**config.mk**
```make
export PLATFORM = sky130hd
export DESIGN_NAME = irs_top
export DESIGN_NICKNAME = d
export VERILOG_FILES = /design/src/logic/irs_pkg.sv /design/src/logic/irs_reg_if.sv /design/src/logic/irs_evt_bank.sv /design/src/logic/irs_top.sv
export SDC_FILE = /design/constraint.sdc
export NUM_CORES = 1
export LEC_CHECK = 0
export BUFFER_PORTS_ARGS = -buffer_cell sky130_fd_sc_hd__buf_2
export CELL_PAD_IN_SITES_DETAIL_PLACEMENT = 0
export CELL_PAD_IN_SITES_GLOBAL_PLACEMENT = 2
export CORE_MARGIN = 2
export CORE_UTILIZATION = 39
export DETAILED_ROUTE_END_ITERATION = 8
export PLACE_DENSITY = 0.87
export SLEW_MARGIN = 20
export SYNTH_ARGS = -nofsm -noshare
export SYNTH_HDL_FRONTEND = slang
export SYNTH_SLANG_ARGS = --single-unit
```
**constraint.sdc**
```tcl
create_clock -name clk_in -period 6.6 [get_ports clk_in]
set_input_delay 0.33 -clock clk_in [delete_from_list [all_inputs] [get_ports clk_in]]
set_output_delay 0.33 -clock clk_in [all_outputs]
set_load 0.01 [all_outputs]
```
**src/logic/irs_pkg.sv**
```systemverilog
// package for the interrupt routing and reference sync block
// assumes byte registers on a 32-bit avalon-mm slave, one word per register
package irs_pkg;
	// register indices (byte address is four times the index)
	localparam logic [9:0] IRS_IDX_EVT_STATUS   = 10'h027;
	localparam logic [9:0] IRS_IDX_EVT_ENABLE   = 10'h01F;
	localparam logic [9:0] IRS_IDX_AMP_ROUTE    = 10'h02A;
	localparam logic [9:0] IRS_IDX_LOCK_ROUTE   = 10'h02B;
	localparam logic [9:0] IRS_IDX_SUMMARY      = 10'h02C;
	localparam logic [9:0] IRS_IDX_IGNORE_COUNT = 10'h036;
	localparam logic [9:0] IRS_IDX_JITTER_TOL   = 10'h039;
	localparam logic [9:0] IRS_IDX_SYNC_MODE    = 10'h03A;
	localparam logic [9:0] IRS_IDX_AMP_STATUS   = 10'h026;
	localparam logic [9:0] IRS_IDX_AMP_ENABLE   = 10'h01E;
	localparam logic [9:0] IRS_IDX_REF_STATUS   = 10'h024;
	localparam logic [9:0] IRS_IDX_REF_ENABLE   = 10'h01C;
	// bit positions in the lock, amp and ref event registers and in the summary and mode registers
	localparam int IRS_BIT_DLL_LOST   = 5;
	localparam int IRS_BIT_DLL_LOCK   = 4;
	localparam int IRS_BIT_PLL_LOST   = 1;
	localparam int IRS_BIT_PLL_LOCK   = 0;
	localparam int IRS_BIT_AMP_ERR    = 0;
	localparam int IRS_BIT_REF_JITTER = 4;
	localparam int IRS_BIT_SUMMARY    = 0;
	localparam int IRS_BIT_ONESHOT    = 1;
	localparam int IRS_BIT_ROT_DONE   = 4;
	// writable masks
	localparam logic [7:0] IRS_LOCK_MASK  = 8'h33;
	localparam logic [7:0] IRS_ONE_MASK   = 8'h01;
	localparam logic [7:0] IRS_TOL_MASK   = 8'h7F;
	localparam logic [7:0] IRS_MODE_MASK  = 8'h02;
	localparam logic [7:0] IRS_REFST_MASK = 8'h10;
	// reset values
	localparam logic [7:0] IRS_RST_ZERO = 8'h00;
	localparam logic       IRS_RST_ROT_DONE = 1'b1;
	// rotation takes this many clocks after the trigger edge
	localparam int IRS_ROT_CYCLES = 8;
	typedef enum logic [1:0] {IRS_SYNC_MONITOR, IRS_SYNC_ARMED, IRS_SYNC_ROTATE} irs_sync_state_t;
endpackage

```
**src/logic/irs_reg_if.sv**
```systemverilog
// bundle from the bus slave into the event status bank
// assumes both ends share clk_in
`timescale 1ns/100ps
interface irs_reg_if;
	logic [7:0] wr_clr;
	logic       clr_all;
	logic [7:0] enable;
	logic [7:0] live;
	logic [7:0] status;
	modport ctrl (output wr_clr, output clr_all, output enable, output live, input status);
	modport bank (input wr_clr, input clr_all, input enable, input live, output status);
endinterface

```
**src/logic/irs_evt_bank.sv**
```systemverilog
// one 8-bit bank of event status flags, live or latched per enable
// assumes live conditions already synchronised to clk_in
`timescale 1ns/100ps
module irs_evt_bank
	import irs_pkg::*;
#(
	parameter logic [7:0] VALID = 8'hFF
) (
	input  wire logic clk_in,
	input  wire logic rst_in,
	irs_reg_if.bank   port
);
	typedef struct packed {
		logic [7:0] status;
	} irs_bank_t;
	irs_bank_t s_q;
	irs_bank_t s_d;

	always_comb begin
		s_d = s_q;
		for (int i = 0; i < 8; i++) begin
			if (!VALID[i]) begin
				s_d.status[i] = 1'b0;
			end else if (!port.enable[i]) begin
				s_d.status[i] = port.live[i];
			end else if (port.live[i]) begin
				s_d.status[i] = 1'b1; // set wins over clear
			end else if (port.wr_clr[i] || port.clr_all) begin
				s_d.status[i] = 1'b0;
			end
		end
	end

	always_ff @(posedge clk_in or posedge rst_in) begin
		if (rst_in) begin
			s_q <= '0;
		end else begin
			s_q <= s_d;
		end
	end

	assign port.status = s_q.status;
endmodule

```
**src/logic/irs_top.sv**
```systemverilog
// interrupt pin routing, summary interrupt and reference sync control
// assumes event pins and ref edge come from outside and are synchronised here
//
// Decided for this implementation: the Avalon-MM slave port.
`timescale 1ns/100ps
// How it works
// - lock route bit 5 picks the pin for the delay loop unlock event.
// - lock route bit 4 picks the pin for the delay loop lock event.
// - lock route bit 1 picks the pin for the clock loop unlock event.
// - lock route bit 0 picks the pin for the clock loop lock event.
// - route 0 means pin a, 1 means pin b, all routes reset to 0.
// - amp route bit 0 picks the pin for the second amplifier error event.
// - the summary bit is the OR of every event status bit.
// - writing one to the summary bit clears every latched status bit.
// - in one-shot mode the given number of rising ref edges is skipped first.
// - jitter flag rises when the ref edge period moves beyond the tolerance.
// - bit 4 of the mode register is a read-only rotation done flag, reset 1.
// - one-shot set syncs once on the first edge after the ignored ones then returns to monitor.
// - in monitor mode an edge outside the window sets the jitter status.
// - disabled events show live state, enabled ones latch and pull the pin low.
module irs_top
	import irs_pkg::*;
#(
	parameter int PERIOD_W = 16
) (
	// clock and reset
	input  wire logic        clk_in,
	input  wire logic        rst_in,
	// avalon-mm slave
	input  wire logic [11:0] avs_address_in,
	input  wire logic        avs_read_in,
	input  wire logic        avs_write_in,
	input  wire logic [31:0] avs_writedata_in,
	input  wire logic [3:0]  avs_byteenable_in,
	output logic [31:0]      avs_readdata_out,
	output logic             avs_waitrequest_out,
	// live event conditions from the clock blocks
	input  wire logic        dll_lost_in,
	input  wire logic        dll_lock_in,
	input  wire logic        pll_lost_in,
	input  wire logic        pll_lock_in,
	input  wire logic        amp_error_b_in,
	input  wire logic        ref_edge_in,
	// interrupt pins, active low
	output logic             interrupt_pin_a_n_out,
	output logic             interrupt_pin_b_n_out,
	// sync control and interrupt request
	output logic             rotate_pulse_out,
	output logic             irq_out
);
	// elaboration check: the counter must outgrow the 7-bit tolerance
	if (PERIOD_W < 8 || PERIOD_W > 30) begin
		$error("PERIOD_W out of range");
	end

	typedef struct packed {
		logic [5:0]          sync1;
		logic [5:0]          sync2;
		logic                ref_prev;
		logic [7:0]          lock_route;
		logic                amp_error_b_route;
		logic [7:0]          lock_enable;
		logic                amp_error_b_enable;
		logic                ref_jitter_enable;
		logic                ref_jitter_route;
		logic [7:0]          ref_edge_ignore_count;
		logic [6:0]          ref_jitter_tolerance;
		logic                single_sync_select;
		logic                rot_done;
		irs_sync_state_t     st;
		logic [7:0]          skip_cnt;
		logic [3:0]          rot_cnt;
		logic [PERIOD_W-1:0] per_cnt;
		logic [PERIOD_W-1:0] per_last;
		logic                per_valid;
		logic                jit_live;
		logic                rotate;
		logic                ack;
		logic [31:0]         rdata;
		logic                pin_a_n;
		logic                pin_b_n;
		logic                irq;
	} irs_state_t;
	irs_state_t s_q;
	irs_state_t s_d;

	irs_reg_if lock_bus ();
	irs_reg_if amp_bus ();
	irs_reg_if ref_bus ();

	irs_evt_bank #(.VALID(IRS_LOCK_MASK)) u_lock (.clk_in(clk_in), .rst_in(rst_in), .port(lock_bus.bank));
	irs_evt_bank #(.VALID(IRS_ONE_MASK)) u_amp (.clk_in(clk_in), .rst_in(rst_in), .port(amp_bus.bank));
	irs_evt_bank #(.VALID(IRS_REFST_MASK)) u_ref (.clk_in(clk_in), .rst_in(rst_in), .port(ref_bus.bank));

	logic [9:0]          idx;
	logic                wr;
	logic [7:0]          wd;
	logic                summary;
	logic                edge_seen;
	logic [PERIOD_W-1:0] diff;
	logic                to_a;
	logic                to_b;
	logic [7:0]          rd8;

	assign idx = avs_address_in[11:2];
	// only a byte lane 0 write counts; registers are 8 bits wide
	// applied on the ack edge, the one where the master sees waitrequest low
	assign wr = avs_write_in && s_q.ack && avs_byteenable_in[0];
	assign wd = avs_writedata_in[7:0];
	assign summary = |lock_bus.status || |amp_bus.status || |ref_bus.status;
	assign edge_seen = s_q.sync2[5] && !s_q.ref_prev;

	always_comb begin
		lock_bus.live = {2'b00, s_q.sync2[0], s_q.sync2[1], 2'b00, s_q.sync2[2], s_q.sync2[3]};
		lock_bus.enable = s_q.lock_enable;
		amp_bus.live = {7'h00, s_q.sync2[4]};
		amp_bus.enable = {7'h00, s_q.amp_error_b_enable};
		ref_bus.live = 8'h00;
		ref_bus.live[IRS_BIT_REF_JITTER] = s_q.jit_live;
		ref_bus.enable = 8'h00;
		ref_bus.enable[IRS_BIT_REF_JITTER] = s_q.ref_jitter_enable;
		lock_bus.wr_clr = (wr && idx == IRS_IDX_EVT_STATUS) ? wd : 8'h00;
		amp_bus.wr_clr = (wr && idx == IRS_IDX_AMP_STATUS) ? wd : 8'h00;
		ref_bus.wr_clr = (wr && idx == IRS_IDX_REF_STATUS) ? wd : 8'h00;
		lock_bus.clr_all = wr && idx == IRS_IDX_SUMMARY && wd[IRS_BIT_SUMMARY];
		amp_bus.clr_all = lock_bus.clr_all;
		ref_bus.clr_all = lock_bus.clr_all;
	end

	always_comb begin
		diff = '0;
		to_a = 1'b0;
		to_b = 1'b0;
		rd8 = 8'h00;
		s_d = s_q;
		s_d.sync1 = {ref_edge_in, amp_error_b_in, pll_lock_in, pll_lost_in, dll_lock_in, dll_lost_in};
		s_d.sync2 = s_q.sync1;
		s_d.ref_prev = s_q.sync2[5];
		s_d.rotate = 1'b0;

		// bus slave: one wait cycle then ack
		s_d.ack = (avs_read_in || avs_write_in) && !s_q.ack;
		case (idx)
			IRS_IDX_LOCK_ROUTE:   rd8 = s_q.lock_route;
			IRS_IDX_AMP_ROUTE:    rd8 = {7'h00, s_q.amp_error_b_route};
			IRS_IDX_EVT_ENABLE:   rd8 = s_q.lock_enable;
			IRS_IDX_AMP_ENABLE:   rd8 = {7'h00, s_q.amp_error_b_enable};
			IRS_IDX_REF_ENABLE:   rd8 = {3'h0, s_q.ref_jitter_enable, 4'h0};
			IRS_IDX_EVT_STATUS:   rd8 = lock_bus.status;
			IRS_IDX_AMP_STATUS:   rd8 = amp_bus.status;
			IRS_IDX_REF_STATUS:   rd8 = ref_bus.status;
			IRS_IDX_SUMMARY:      rd8 = {7'h00, summary};
			IRS_IDX_IGNORE_COUNT: rd8 = s_q.ref_edge_ignore_count;
			IRS_IDX_JITTER_TOL:   rd8 = {1'b0, s_q.ref_jitter_tolerance};
			IRS_IDX_SYNC_MODE:    rd8 = {3'h0, s_q.rot_done, 2'b00, s_q.single_sync_select, 1'b0};
			default:              rd8 = 8'h00;
		endcase
		s_d.rdata = {24'h000000, rd8};
		if (wr) begin
			case (idx)
				IRS_IDX_LOCK_ROUTE:   s_d.lock_route = wd & IRS_LOCK_MASK;
				IRS_IDX_AMP_ROUTE:    s_d.amp_error_b_route = wd[IRS_BIT_AMP_ERR];
				IRS_IDX_EVT_ENABLE:   s_d.lock_enable = wd & IRS_LOCK_MASK;
				IRS_IDX_AMP_ENABLE:   s_d.amp_error_b_enable = wd[IRS_BIT_AMP_ERR];
				IRS_IDX_REF_ENABLE:   s_d.ref_jitter_enable = wd[IRS_BIT_REF_JITTER];
				IRS_IDX_IGNORE_COUNT: s_d.ref_edge_ignore_count = wd;
				IRS_IDX_JITTER_TOL:   s_d.ref_jitter_tolerance = wd[6:0];
				IRS_IDX_SYNC_MODE:    s_d.single_sync_select = wd[IRS_BIT_ONESHOT];
				default: begin
				end
			endcase
		end

		// reference period monitor
		s_d.jit_live = 1'b0;
		if (!(&s_q.per_cnt)) begin
			s_d.per_cnt = s_q.per_cnt + 1'b1;
		end
		if (edge_seen) begin
			s_d.per_cnt = '0;
			s_d.per_last = s_q.per_cnt;
			s_d.per_valid = 1'b1;
			diff = (s_q.per_cnt > s_q.per_last) ? s_q.per_cnt - s_q.per_last : s_q.per_last - s_q.per_cnt;
			// only judged in monitor mode, first edge has nothing to compare
			if (s_q.st == IRS_SYNC_MONITOR && s_q.per_valid &&
			    diff > {{(PERIOD_W-7){1'b0}}, s_q.ref_jitter_tolerance}) begin
				s_d.jit_live = 1'b1;
			end
		end

		// sync sequencer
		case (s_q.st)
			IRS_SYNC_MONITOR: begin
				if (s_q.single_sync_select) begin
					s_d.st = IRS_SYNC_ARMED;
					s_d.skip_cnt = s_q.ref_edge_ignore_count;
					s_d.rot_done = 1'b0;
				end
			end
			IRS_SYNC_ARMED: begin
				if (edge_seen) begin
					if (s_q.skip_cnt != 8'h00) begin
						s_d.skip_cnt = s_q.skip_cnt - 8'h01;
					end else begin
						s_d.st = IRS_SYNC_ROTATE;
						s_d.rotate = 1'b1;
						s_d.rot_cnt = 4'(IRS_ROT_CYCLES - 1);
					end
				end
			end
			IRS_SYNC_ROTATE: begin
				if (s_q.rot_cnt != 4'h0) begin
					s_d.rot_cnt = s_q.rot_cnt - 4'h1;
				end else begin
					s_d.rot_done = 1'b1;
					s_d.single_sync_select = 1'b0;
					s_d.st = IRS_SYNC_MONITOR;
				end
			end
			default: s_d.st = IRS_SYNC_MONITOR;
		endcase

		// pin routing, latched enabled events only
		for (int i = 0; i < 8; i++) begin
			if (s_q.lock_enable[i] && lock_bus.status[i]) begin
				if (s_q.lock_route[i]) to_b = 1'b1;
				else to_a = 1'b1;
			end
		end
		if (s_q.amp_error_b_enable && amp_bus.status[IRS_BIT_AMP_ERR]) begin
			if (s_q.amp_error_b_route) to_b = 1'b1;
			else to_a = 1'b1;
		end
		if (s_q.ref_jitter_enable && ref_bus.status[IRS_BIT_REF_JITTER]) begin
			if (s_q.ref_jitter_route) to_b = 1'b1;
			else to_a = 1'b1;
		end
		s_d.pin_a_n = !to_a;
		s_d.pin_b_n = !to_b;
		s_d.irq = to_a || to_b;
	end

	always_ff @(posedge clk_in or posedge rst_in) begin
		if (rst_in) begin
			s_q <= '0;
			s_q.rot_done <= IRS_RST_ROT_DONE;
			s_q.pin_a_n <= 1'b1;
			s_q.pin_b_n <= 1'b1;
			s_q.st <= IRS_SYNC_MONITOR;
		end else begin
			s_q <= s_d;
		end
	end

	assign avs_readdata_out = s_q.rdata;
	assign avs_waitrequest_out = !s_q.ack;
	assign interrupt_pin_a_n_out = s_q.pin_a_n;
	assign interrupt_pin_b_n_out = s_q.pin_b_n;
	assign rotate_pulse_out = s_q.rotate;
	assign irq_out = s_q.irq;
endmodule

```
# Yosys cells after proc, flatten, opt, wreduce, memory -nomap -nowiden
# Index checks and enable logic that the tools add are counted.
# word_totals
input_bits	58
register_bits	108
# classes
n_reduce_logical	50
n_addsub	5
n_lt_le_gt_ge	2
mux	64
n_eq_ne	27
# op_table
operator	count
$pmux W8 S12	1
$eq A10 B6 Y1 const B	9
$mux W1	47
$mux W34	1
$mux W16	2
$sub A16 B16 Y16	2
$eq A10 B5 Y1 const B	3
$logic_and A1 B1 Y1	17
$add A16 B1 Y16 const B	1
$gt A16 B16 Y1	1
$gt A16 B7 Y1	1
$pmux W8 S2	1
$reduce_and A16 Y1	1
$ne A3 B1 Y1 const B	5
$mux W14	1
$ne A2 B2 Y1 const B	7
$reduce_and A2 Y1	7
$mux W4	3
$reduce_and A4 Y1	3
$mux W11	1
$logic_or A1 B1 Y1	10
$mux W8	1
$pmux W4 S2	1
$reduce_bool A8 Y1	1
other kinds (16)	21

# Logic depth before layout (Yosys ltp)
# Gate-level depths: netlist (run 1).
# depth
ltp_word	12
depth_mapped	21

# Cells and area by module
# A second synthesis (run 1) with hierarchy kept.
# hier_totals
hier_cells	794
area_unflattened_um2	7168.1
# by_module_without_submodules
mod	seq_area_each_um2	instances	cells_each	area_per_inst_um2
irs_top	2556.2	1	752	6781.5
irs_evt_bank at u_amp ...	25.0	2	12	97.6
irs_evt_bank at u_lock	100.1	1	18	191.4

# Worst setup path after synthesis (run 1)
# OpenSTA, ideal clock, no wires.
# synth_path
path_type	register to register
start	register s_q[55] (netlist name)
end	register s_q (netlist bit ref_bus.live[4])
t_required_ns	6.473
path_stages_with_launch	21
period_less_slack_ns	3.637
slack_ns	2.963
arrival_time_ns	3.510
n_path_buf	1
path_cell_list	dfrtp_1 > inv_1 > ha_1 > inv_1 > fa_1 > nand3_1 > a21oi_2 > o311ai_2 > a21oi_4 > buf_4 > a2111oi_0 > a31oi_1 > xor2_1 > ha_1 > nand4_1 > o211ai_1 > a21oi_1 > nor2_1 > a221oi_1 > nor3b_2 > a21oi_1
# synth_rtl
item	line_no	source
from (decl)	irs_top.sv:84	irs_state_t s_q;

==> results.md, run 1 <==
- Crit end category: register
- Leakage: 3.41 nW
- Full die area: roughly 18000 um2
- Fmax: roughly 240 MHz
- DRC viols: 0
- Final Routed Wirelength: 15500 um
- IO Count: 95
- DP HPWL: approximately 11000 um
- Number of global-route vias before repair: 5084
- Wire per inst: ~16 um
- GRT overflow: 0
- Worst hold path cell count: 1
- Crit path required time: roughly 6800 ps
- DP Worst Slack: around 2400 ps
- # diodes: 0
- CTS root buffer: clkbuf_16
- Pwr/cell area: 332 nW/um2
- Worst Path Class, Setup: register to register
- Initial antenna violation count: 0
- RePlAce Congestion: ~0.85
- Commonest non-fill, non-tap cells in the layout: dfrtp_1, nand2_1, inv_1
- Class of the worst hold path: primary input to register
- TNS Setup: 0 ps
- Die Width: around 140 um
- Flops & latches, synth: about 110
- Tcrit/Tclk final: between 60% and 70%
- Post-route clock skew: 8.03 ps
- Dpl cell area: 6970 um2
- Area delta synth->final: 8.15%
- Worst r2r src: s_q[58]$_DFFE_PP0P_
- Most common cell after layout, fill and taps aside: dfrtp_1
- Syn Std Cell Area: around 6800 um2
- Total global-route track usage: 17.5%
- Final count of hold timing violations: 0
- Distinct cells, synth: between 60 and 70
- First-pass GRT wire length: between 20000 and 30000 um
- Post-route cell area: between 7000 and 8000 um2
- Startpoint Class: register
- Clock Pin Slew Worst Setup and Hold Paths: roughly 80 ps
- Drt first-iter violations: 360
- Final setup viols: 0
- Worst r2r dst: ref_bus.live[4]$_DFF_PP0_
- Slew HR: 32.4%
- Hold Path Sink: s_d[126]$_DFF_PP0_
- DR vias: 5242
- Ys async rst share: 100%
- Syn. warnings: 0
- PortBufs: 41
- CTS resizes: 0
- Number of synthesized flops with an enable pin: 0
- # rows: 48
- WHS: 66.0 ps
- Worst-Skew Late Latency: between 300 and 400 ps
- Syn Area/Cell: around 9.2 um2
- Fin crit period: around 4200 ps
- Final WS setup: ~2400 ps
- Largest fanout on the critical path: 19
- DR pass1 iterations: 6
- Max-cap viol count: 0
- Peak supply drop: about 0.22 mV
- Initial Util: around 39%
- Status: complete, no violations
- Mapped Cells: around 730
- ANT nets after route: 0
- H-tree Lvls: 3
- Worst R2R Path Depth: 17
- Clk buf depth: 2
- Hold Startpoint: pll_lock_in
- Vias per inst: around 5.3
- Clock sinks: 108
- Core Area: about 17000 um2
- RSZ-0062 raised after global routing: false
- Final #Nets: between 800 and 900
- Crit path DAT: ~4400 ps
- Worst-Margin Slew: 1010 ps
- Share of layout cells above drive strength 1: roughly 14%
- Register area share after synthesis: between 40% and 50%
- R2R Setup Slk: 2450 ps
- Primary FF master, synth: dfrtp_1
- Inserted Clock Buffers: 9
- Die height: ~140 um
- CTS tree: built
- Largest net degree at the start of global routing: between 70 and 80
- Final slew viol count: 0
==> flip-flops by register name, indices dropped and copies added, names as in the netlist <==
register and flops:
rotate_pulse_out 1, irq_out 1, avs_readdata_out 8, u_amp.port.status 1, lock_bus.enable 4, ref_bus.live 1, ref_bus.enable 1, u_ref.port.status 1
s_d 7, amp_bus.enable 1, s_q 71, interrupt_pin_a_n_out 1, lock_bus.live 4, amp_bus.live 1, u_lock.port.status 4, interrupt_pin_b_n_out 1
==> synthesized netlist by cell type (5+ instances only) <==
library cell / number / share of area (%)
nand3_1: 35 / 2.6
mux2i_1: 10 / 1.5
a31oi_1: 13 / 1.2
clkbuf_1: 16 / 0.89
and3_1: 9 / 0.83
buf_4: 37 / 4.1
xnor2_1: 16 / 2.1
nand2b_1: 11 / 1.0
or3_1: 10 / 0.93
a41o_1: 5 / 0.74
dfrtp_1: 105 / 39
a22oi_1: 9 / 1.0
nand2_1: 63 / 3.5
mux2_2: 27 / 4.5
ha_1: 41 / 7.6
a211oi_1: 5 / 0.56
inv_1: 57 / 3.2
o211ai_1: 5 / 0.56
o21ai_0: 53 / 3.9
nand4_1: 5 / 0.46
a21o_1: 11 / 1.2
xor2_1: 5 / 0.65
nor2b_1: 6 / 0.56
nor3_1: 14 / 1.0
nor2_1: 49 / 2.7
a21oi_1: 40 / 3.0
nor4_1: 6 / 0.56
==> per-layer routing <==
layer | share of wire (%) | vias up | wire, um | track usage (%)
met1 | 46 | 2533 | 7110 | 23.2
met2 | 48 | 119 | 7450 | 28.9
met4 | 2.2 | 0 | 335 | 6.19
li1 | - | 2569 | - | -
met5 | 0 | - | 0 | 0
met3 | 3.7 | 21 | 566 | 3.03
==> where the power goes <==
part / leakage (nW) / switching [W] / total [W] / internal [W]
sequential: 1.44 / 0.0000289 / 0.000718 / 0.000690
combinational: 1.81 / 0.000619 / 0.00112 / 0.000498
clock: 0.161 / 0.000281 / 0.000591 / 0.000310
total: 3.41 / 0.000928 / 0.00243 / 0.00150
==> cell type report <==
type / count / area (um2)
fillers: 1700 / 9810
multi-input cells: 533 / 3560
flip-flops and latches: 108 / 2710
well taps: 225 / 282
clock buffers: 9 / 225
repair buffers: 43 / 223
inverters: 57 / 216
clock inverters: 7 / 100
==> timing repair <==
item	4_1_cts	5_1_grt
hold buffers	1	0
hold endpoints to repair	28	0
setup buffers	0	0
==> worst max-delay path, cell delays in order, from the launching register on <==
cell,delay (ps)
dfrtp_1,420
ha_1,520
nand3_1,260
a21oi_2,210
o311ai_2,140
a21oi_4,550
mux2i_1,280
xor2_1,190
ha_1,270
a21oi_1,130
nor2b_1,60
o21ai_0,170
o211ai_1,120
a21oi_1,150
nor2_1,60
a221oi_1,180
nor3b_2,200
a21oi_1,100
==> cell families (layout without fill, tap and decap cells) <==
| kind of cell | after synthesis | in the layout | synth area share [%] |
|---|---|---|---|
| AO/OA/AOI/OAI | 179 | 179 | 17.3 |
| XOR/XNOR | 21 | 21 | 2.72 |
| adder cells (fa/ha/maj) | 43 | 43 | 8.18 |
| buffers and inverters | 115 | 116 | 8.72 |
| flip-flops | 108 | 108 | 40.0 |
| multiplexers | 38 | 38 | 6.15 |
| other | 1 | 24 | 0.0555 |
| AND/OR/NAND/NOR | 228 | 228 | 16.8 |
==> worst max path at each step <==
| stage | from | to | cells after the start |
|---|---|---|---|
| after floorplan | s_q[55]$_DFFE_PP0P_ | ref_bus.live[4]$_DFF_PP0_ | 20 |
| after global placement | s_q[62]$_DFFE_PP0P_ | ref_bus.live[4]$_DFF_PP0_ | 17 |
| after detailed placement | s_q[62]$_DFFE_PP0P_ | ref_bus.live[4]$_DFF_PP0_ | 17 |
| after CTS | s_q[62]$_DFFE_PP0P_ | ref_bus.live[4]$_DFF_PP0_ | 17 |
| after global routing | s_q[58]$_DFFE_PP0P_ | ref_bus.live[4]$_DFF_PP0_ | 17 |
| final | s_q[58]$_DFFE_PP0P_ | ref_bus.live[4]$_DFF_PP0_ | 17 |
==> metrics by stage <==
stage	cells	util (%)	power, W
6_report	982	42.7	0.00243
3_3_place_gp	965	40.7	0.00182
2_1_floorplan	756	-	0.00165
4_1_cts	982	42.7	0.00244
5_1_grt	982	42.7	0.00262
3_5_place_dp	965	40.7	0.00184
No activity file was read; power rests on OpenSTA's default activity.
==> inputs of run 2 (changes only) <==
--- a/config.mk
+++ b/config.mk
@@ -9,9 +9,9 @@
 export CELL_PAD_IN_SITES_DETAIL_PLACEMENT = 0
 export CELL_PAD_IN_SITES_GLOBAL_PLACEMENT = 2
 export CORE_MARGIN = 2
-export CORE_UTILIZATION = 39
+export CORE_UTILIZATION = 36
 export DETAILED_ROUTE_END_ITERATION = 8
-export PLACE_DENSITY = 0.87
+export PLACE_DENSITY = 0.82
 export SLEW_MARGIN = 20
 export SYNTH_ARGS = -nofsm -noshare
 export SYNTH_HDL_FRONTEND = slang
==> constraint.sdc (replaced) <==
create_clock -name clk_in -period 4.3 [get_ports clk_in]
set_input_delay 0.215 -clock clk_in [delete_from_list [all_inputs] [get_ports clk_in]]
set_output_delay 0.215 -clock clk_in [all_outputs]
set_load 0.01 [all_outputs]
==> run 2 against run 1 <==
- the run now ends with negative hold slack left
- largest cell class unchanged
- clock skew rose by 1.4 ps
- global-route usage decreased by 1.2 points
- clock power increased by 37%
- fmax rose by 7.5%
- combinational power increased by 54%
==> results.md, run 2 (same netlist as run 1, synthesis figures left out) <==
- Status: finished with violations
- Failing checks: negative hold slack
- CTS root buffer: clkbuf_16
- Crit path required time: around 4500 ps
- Worst R2R Path Depth: 19
- Initial Util: 36.4%
- Share of layout cells above drive strength 1: about 15%
- Total global-route track usage: 16.3%
- Commonest non-fill, non-tap cells in the layout: dfrtp_1, nand2_1, inv_1
- DRC viols: 0
- Core Area: about 19000 um2
- PortBufs: 41
- Final setup viols: 0
- Largest reg by FF count: s_q
- Startpoint Class: register
- Clk buf depth: 2
- Number of flip-flops in the largest register: 71
- Die Width: ~140 um
- Leakage: 3.43 nW
- Wire per inst: roughly 16 um
- WHS: -47.9 ps
- RSZ-0062 raised after global routing: false
- GRT overflow: 0
- CTS tree: built
- Crit path DAT: 4090 ps
- Fin crit period: around 3900 ps
- IO Count: 95
- Initial antenna violation count: 0
- # rows: 50
- ANT nets after route: 0
- Sw Share: 38.4%
- Clock share of power: 22.3%
- Worst-Margin Slew: between 800 and 900 ps
- Slew HR: around 40%
- Max-cap viol count: 0
- NetSw: around 0.0014 W
- H-tree Lvls: 3
- DP HPWL: 11800 um
- Final slew viol count: 0
- Worst-Skew Late Latency: 360 ps
- Final #Nets: ~860
- Peak supply drop: 0.206 mV
- Final count of hold timing violations: 23
- Clock Pin Slew Worst Setup and Hold Paths: 70 ps
- Power share of the combinational group: between 40 and 50%
- RePlAce Congestion: ~0.83
- # diodes: 0
- Largest fanout on the critical path: 10
- Tcrit/Tclk final: 89.9%
- Drt first-iter violations: around 250
- Placed cells: 979
- CTS resizes: 0
- Post-route clock skew: approximately 9.5 ps
- TNS Setup: 0 ps
- Number of global-route vias before repair: 5154
- Pwr/cell area: ~500 nW/um2
- DR pass1 iterations: 5
- Final Routed Wirelength: between 15000 and 20000 um
- Area delta synth->final: 9.05%
- Largest net degree at the start of global routing: 79
- Int Power: 0.00225 W
- Worst Path Class, Setup: register to register
- Most common cell after layout, fill and taps aside: dfrtp_1
- DR vias: 5295
- Fmax: between 200 and 300 MHz
- Clock sinks: roughly 110
- Inserted Clock Buffers: 9
- Fin util: between 30% and 40%
- Dpl cell area: 7020 um2
- # Post-CTS Setup Buffers: 0
- Full die area: a little under 20000 um2
- First-pass GRT wire length: about 26000 um
- Post-route cell area: around 7400 um2
- Class of the worst hold path: primary input to async pin
- Part of the power in registers: between 30% and 40%
- Crit end category: register
- Post-route insts no fill: 1000
- Die height: roughly 140 um
- Vias per inst: 5.30
- Cts-stage hold buffer count: 6
## run 2: changes by cell type in the layout (fill, tap and decap cells not counted), sizes merged
cell	change
buf	+5
dlygate4sd3	+5
inv	-4
clkinv	+3
bufinv	-1
clkbuf	+1
## run 2: layout make-up
| type | count | area, um2 |
|---|---|---|
| Multi-Input combinational cell | 533 | 3560 |
| Clock inverter | 5 | 46.3 |
| Tap cell | 234 | 293 |
| Sequential cell | 108 | 2710 |
| Clock buffer | 10 | 239 |
| Timing Repair Buffer | 53 | 310 |
| Fill cell | 1874 | 11200 |
| Inverter | 57 | 219 |
## run 2: critical path, cell delays in order, from the launching register on
cell	delay, ps
dfrtp_1	450
inv_1	80
ha_1	160
inv_1	50
fa_1	390
nand3_1	130
a21oi_2	90
o311ai_2	330
a21oi_4	170
a2111oi_0	410
a31oi_1	100
xor2_1	220
ha_1	280
nand4_1	120
o211ai_1	110
a21oi_1	150
nor2_1	60
a221oi_1	190
nor3b_2	200
a21oi_1	80
## run 2: path summary, 6_finish.rpt
path	from	to	slack, ps
max	s_q[55]$_DFFE_PP0P_	ref_bus.live[4]$_DFF_PP0_	440
min	rst_in	s_q[49]$_DFFE_PP0P_	-50
max reg2reg	s_q[55]$_DFFE_PP0P_	ref_bus.live[4]$_DFF_PP0_	440
min reg2reg	s_d[124]$_DFF_PP0_	lock_bus.live[4]$_DFF_PP0_	350
max in group asynchronous	rst_in	interrupt_pin_b_n_out$_DFF_PP1_	3370
min in group clk_in	avs_read_in	s_q[35]$_DFF_PP0_	70
## run 2: metrics by stage
step | total power, W | setup slack [ps]
finish | 0.00365 | 435
global placement | 0.00283 | 526
global route | 0.00395 | 16.0
CTS | 0.00368 | 440
detailed placement | 0.00285 | 468
floorplan | 0.00253 | 663
## run 2: power groups by stage
stage / sequential [W] / combinational [W] / clock [W]
global placement: 0.00112 / 0.00171 / 0
detailed placement: 0.00112 / 0.00173 / 0
floorplan: 0.00111 / 0.00142 / 0
global route: 0.00111 / 0.00196 / 0.000878
finish: 0.00110 / 0.00173 / 0.000812
CTS: 0.00110 / 0.00174 / 0.000835
## run 2: per-layer routing
layer | part of all wire (%) | vias to the layer above | global-route usage (%)
met5 | 0 | - | 0
met4 | 1.2 | 0 | 4.16
met3 | 3.2 | 13 | 3.36
met2 | 48 | 98 | 27.6
met1 | 48 | 2585 | 21.4
li1 | - | 2599 | -
==> inputs of run 3 (changes only) <==
--- a/config.mk
+++ b/config.mk
@@ -9,9 +9,10 @@
 export CELL_PAD_IN_SITES_DETAIL_PLACEMENT = 0
 export CELL_PAD_IN_SITES_GLOBAL_PLACEMENT = 2
 export CORE_MARGIN = 2
-export CORE_UTILIZATION = 36
+export CORE_UTILIZATION = 37
+export CTS_BUF_LIST = sky130_fd_sc_hd__clkbuf_8
 export DETAILED_ROUTE_END_ITERATION = 8
-export PLACE_DENSITY = 0.82
+export PLACE_DENSITY = 0.84
 export SLEW_MARGIN = 20
 export SYNTH_ARGS = -nofsm -noshare
 export SYNTH_HDL_FRONTEND = slang
==> run 3 against run 2 <==
- the flow now finishes without violations
- cell area fell by 1.5%
- combinational power is essentially flat
- count of clock-buffer cells in the layout unchanged
- non-clock buffer count down 2
- fmax decreased by 0.91%
- clock skew about the same
- core utilization up 0.74 points
- worst setup slack got worse by 35 ps
- critical endpoint unchanged
- via count shrank 1.8%
- power shrank 4.5%
==> results.md, run 3 (same netlist as run 1, synthesis figures left out) <==
- Worst Path Class, Setup: register to register
- Clock sinks: between 100 and 150
- PortBufs: just over 40
- Largest reg by FF count: s_q
- Fin crit period: about 3900 ps
- Wire per inst: between 15 and 20 um
- Largest fanout on the critical path: 10
- Startpoint Class: register
- Final #Nets: 861
- Number of global-route vias before repair: 5110
- Die Width: about 140 um
- Post-route insts no fill: 994
- Full die area: 19400 um2
- Area delta synth->final: 7.40%
- # rows: between 40 and 50
- GRT overflow: 0
- Inserted Clock Buffers: 9
- Post-route clock skew: approximately 9.6 ps
- Class of the worst hold path: primary input to async pin
- DR pass1 iterations: 5
- Fillers: about 1800
- CP endpoint: ref_bus.live[4]$_DFF_PP0_
- RePlAce Congestion: around 0.85
- Final slew viol count: 0
- CTS tree: built
- Largest net degree at the start of global routing: slightly below 80
- Clock Pin Slew Worst Setup and Hold Paths: 110 ps
- Slew HR: a little under two fifths
- Met3 WL: around 560 um
- # Post-CTS Setup Buffers: 0
- WL met1: approximately 7400 um
- Final Routed Wirelength: 15400 um
- Slowest CP cell: dfrtp_1
- Tcrit/Tclk final: roughly nine tenths
- Number of flip-flops in the largest register: 71
- TNS Setup: 0 ps
- Peak supply drop: between 0.2 and 0.25 mV
- Fmax: ~260 MHz
- ANT nets after route: 0
- Cells along the critical path: inv_1 -> ha_1 -> inv_1 -> fa_1 -> nand3_1 -> a21oi_2 -> o311ai_2 -> a21oi_4 -> a2111oi_1 -> a31oi_1 -> xor2_1 -> ha_1 -> nand4_1 -> o211ai_1 -> a21oi_1 -> nor2_1 -> a221oi_1 -> nor3b_2 -> a21oi_1
- IO Count: 95
- Pwr/cell area: 480 nW/um2
- DRC viols: 0
- Initial Util: 37.6%
- Crit end category: register
- Vias per inst: roughly 5.2
- Largest stage delay, worst path: approximately 460 ps
- Worst R2R Path Depth: 19
- Clk buf depth: 2
- Drt first-iter violations: ~290
- H-tree Lvls: 3
- Worst r2r dst: ref_bus.live[4]$_DFF_PP0_
- Top Layer Used: met4
- Worst-Skew Late Latency: about 390 ps
- Max-cap viol count: 0
- Worst-Margin Slew: approximately 950 ps
- Die height: ~140 um
- # diodes: 0
- Crit path DAT: approximately 4200 ps
- Most common cell after layout, fill and taps aside: dfrtp_1
- Crit path from: s_q[55]$_DFFE_PP0P_
- DP HPWL: around 11000 um
- R2R Setup Slk: 400 ps
- Commonest non-fill, non-tap cells in the layout: dfrtp_1, nand2_1, inv_1
- CTS root buffer: clkbuf_8
- Status: complete, no violations
- DR vias: about 5200
- Worst r2r src: s_q[55]$_DFFE_PP0P_
- Leakage: around 3.4 nW
- Placed cells: 972
- First-pass GRT wire length: about 26000 um
- Final count of hold timing violations: 0
- Total global-route track usage: ~16%
- Final setup viols: 0
- Initial antenna violation count: 0
- DR WL met2: just over 7000 um
- Share of layout cells above drive strength 1: 14.5%
- RSZ-0062 raised after global routing: false
- Core Area: ~18000 um2
- Crit path required time: 4570 ps
run 3: where the power goes:
| part | switching [W] | total, W | internal [W] |
|---|---|---|---|
| registers | 0.0000446 | 0.00110 | 0.00106 |
| clock network | 0.000395 | 0.000638 | 0.000243 |
| logic | 0.000963 | 0.00175 | 0.000783 |
run 3: repair_timing:
action,CTS,global route
hold endpoints to repair,6,0
resized for setup,0,1
setup endpoints to repair,0,1
hold buffers,6,0
run 3: how the worst min path moves through the flow:
| stage | from | to | slack [ps] | cells after the start |
|---|---|---|---|---|
| after floorplan | dll_lost_in | s_d[123]$_DFF_PP0_ | 250 | 0 |
| after global placement | amp_error_b_in | s_d[127]$_DFF_PP0_ | 320 | 1 |
| after detailed placement | pll_lock_in | s_d[126]$_DFF_PP0_ | 320 | 1 |
| after CTS | avs_writedata_in[7] | s_q[101]$_DFFE_PP0P_ | 20 | 2 |
| after global routing | avs_read_in | s_q[35]$_DFF_PP0_ | 30 | 3 |
| final | rst_in | s_q[57]$_DFFE_PP0P_ | 40 | 2 |
run 3: through the flow:
| stage | util [%] | hold slack (ps) | area, um2 | power (W) | setup slack [ps] |
|---|---|---|---|---|---|
| finish | 40.4 | 37.6 | 7260 | 0.00349 | 400 |
| detailed placement | 38.9 | 325 | 7000 | 0.00285 | 391 |
| CTS | 40.4 | 18.4 | 7260 | 0.00352 | 335 |
| global placement | 38.9 | 323 | 7000 | 0.00282 | 492 |
| global route | 40.4 | 26.2 | 7260 | 0.00379 | 52.0 |
| floorplan | - | 246 | 6850 | 0.00253 | 663 |
run 3: metal layers:
layer / GRT usage (%) / vias to the layer above
li1: - / 2566
met1: 22.1 / 2504
met2: 26.4 / 112
met3: 3.28 / 19
met4: 5.16 / 0
met5: 0 / -
run 3: cell type report:
type                    instances  area, um2  area share, %
flip-flops and latches        108       2710           37.3
well taps                     229        287           3.95
clock inverters                 6       63.8          0.879
multi-input cells             533       3550           48.9
clock buffers                  10        138           1.90
inverters                      57        216           2.98
repair buffers                 51        295           4.07
run 3: critical path, delay by kind of cell (launching register included):
family | cells | cell delay [ps]
compound gates | 9 | 1610
xor+xnor | 1 | 210
fa+ha+maj | 3 | 830
buf+inv | 2 | 150
flops | 1 | 460
simple gates | 4 | 530
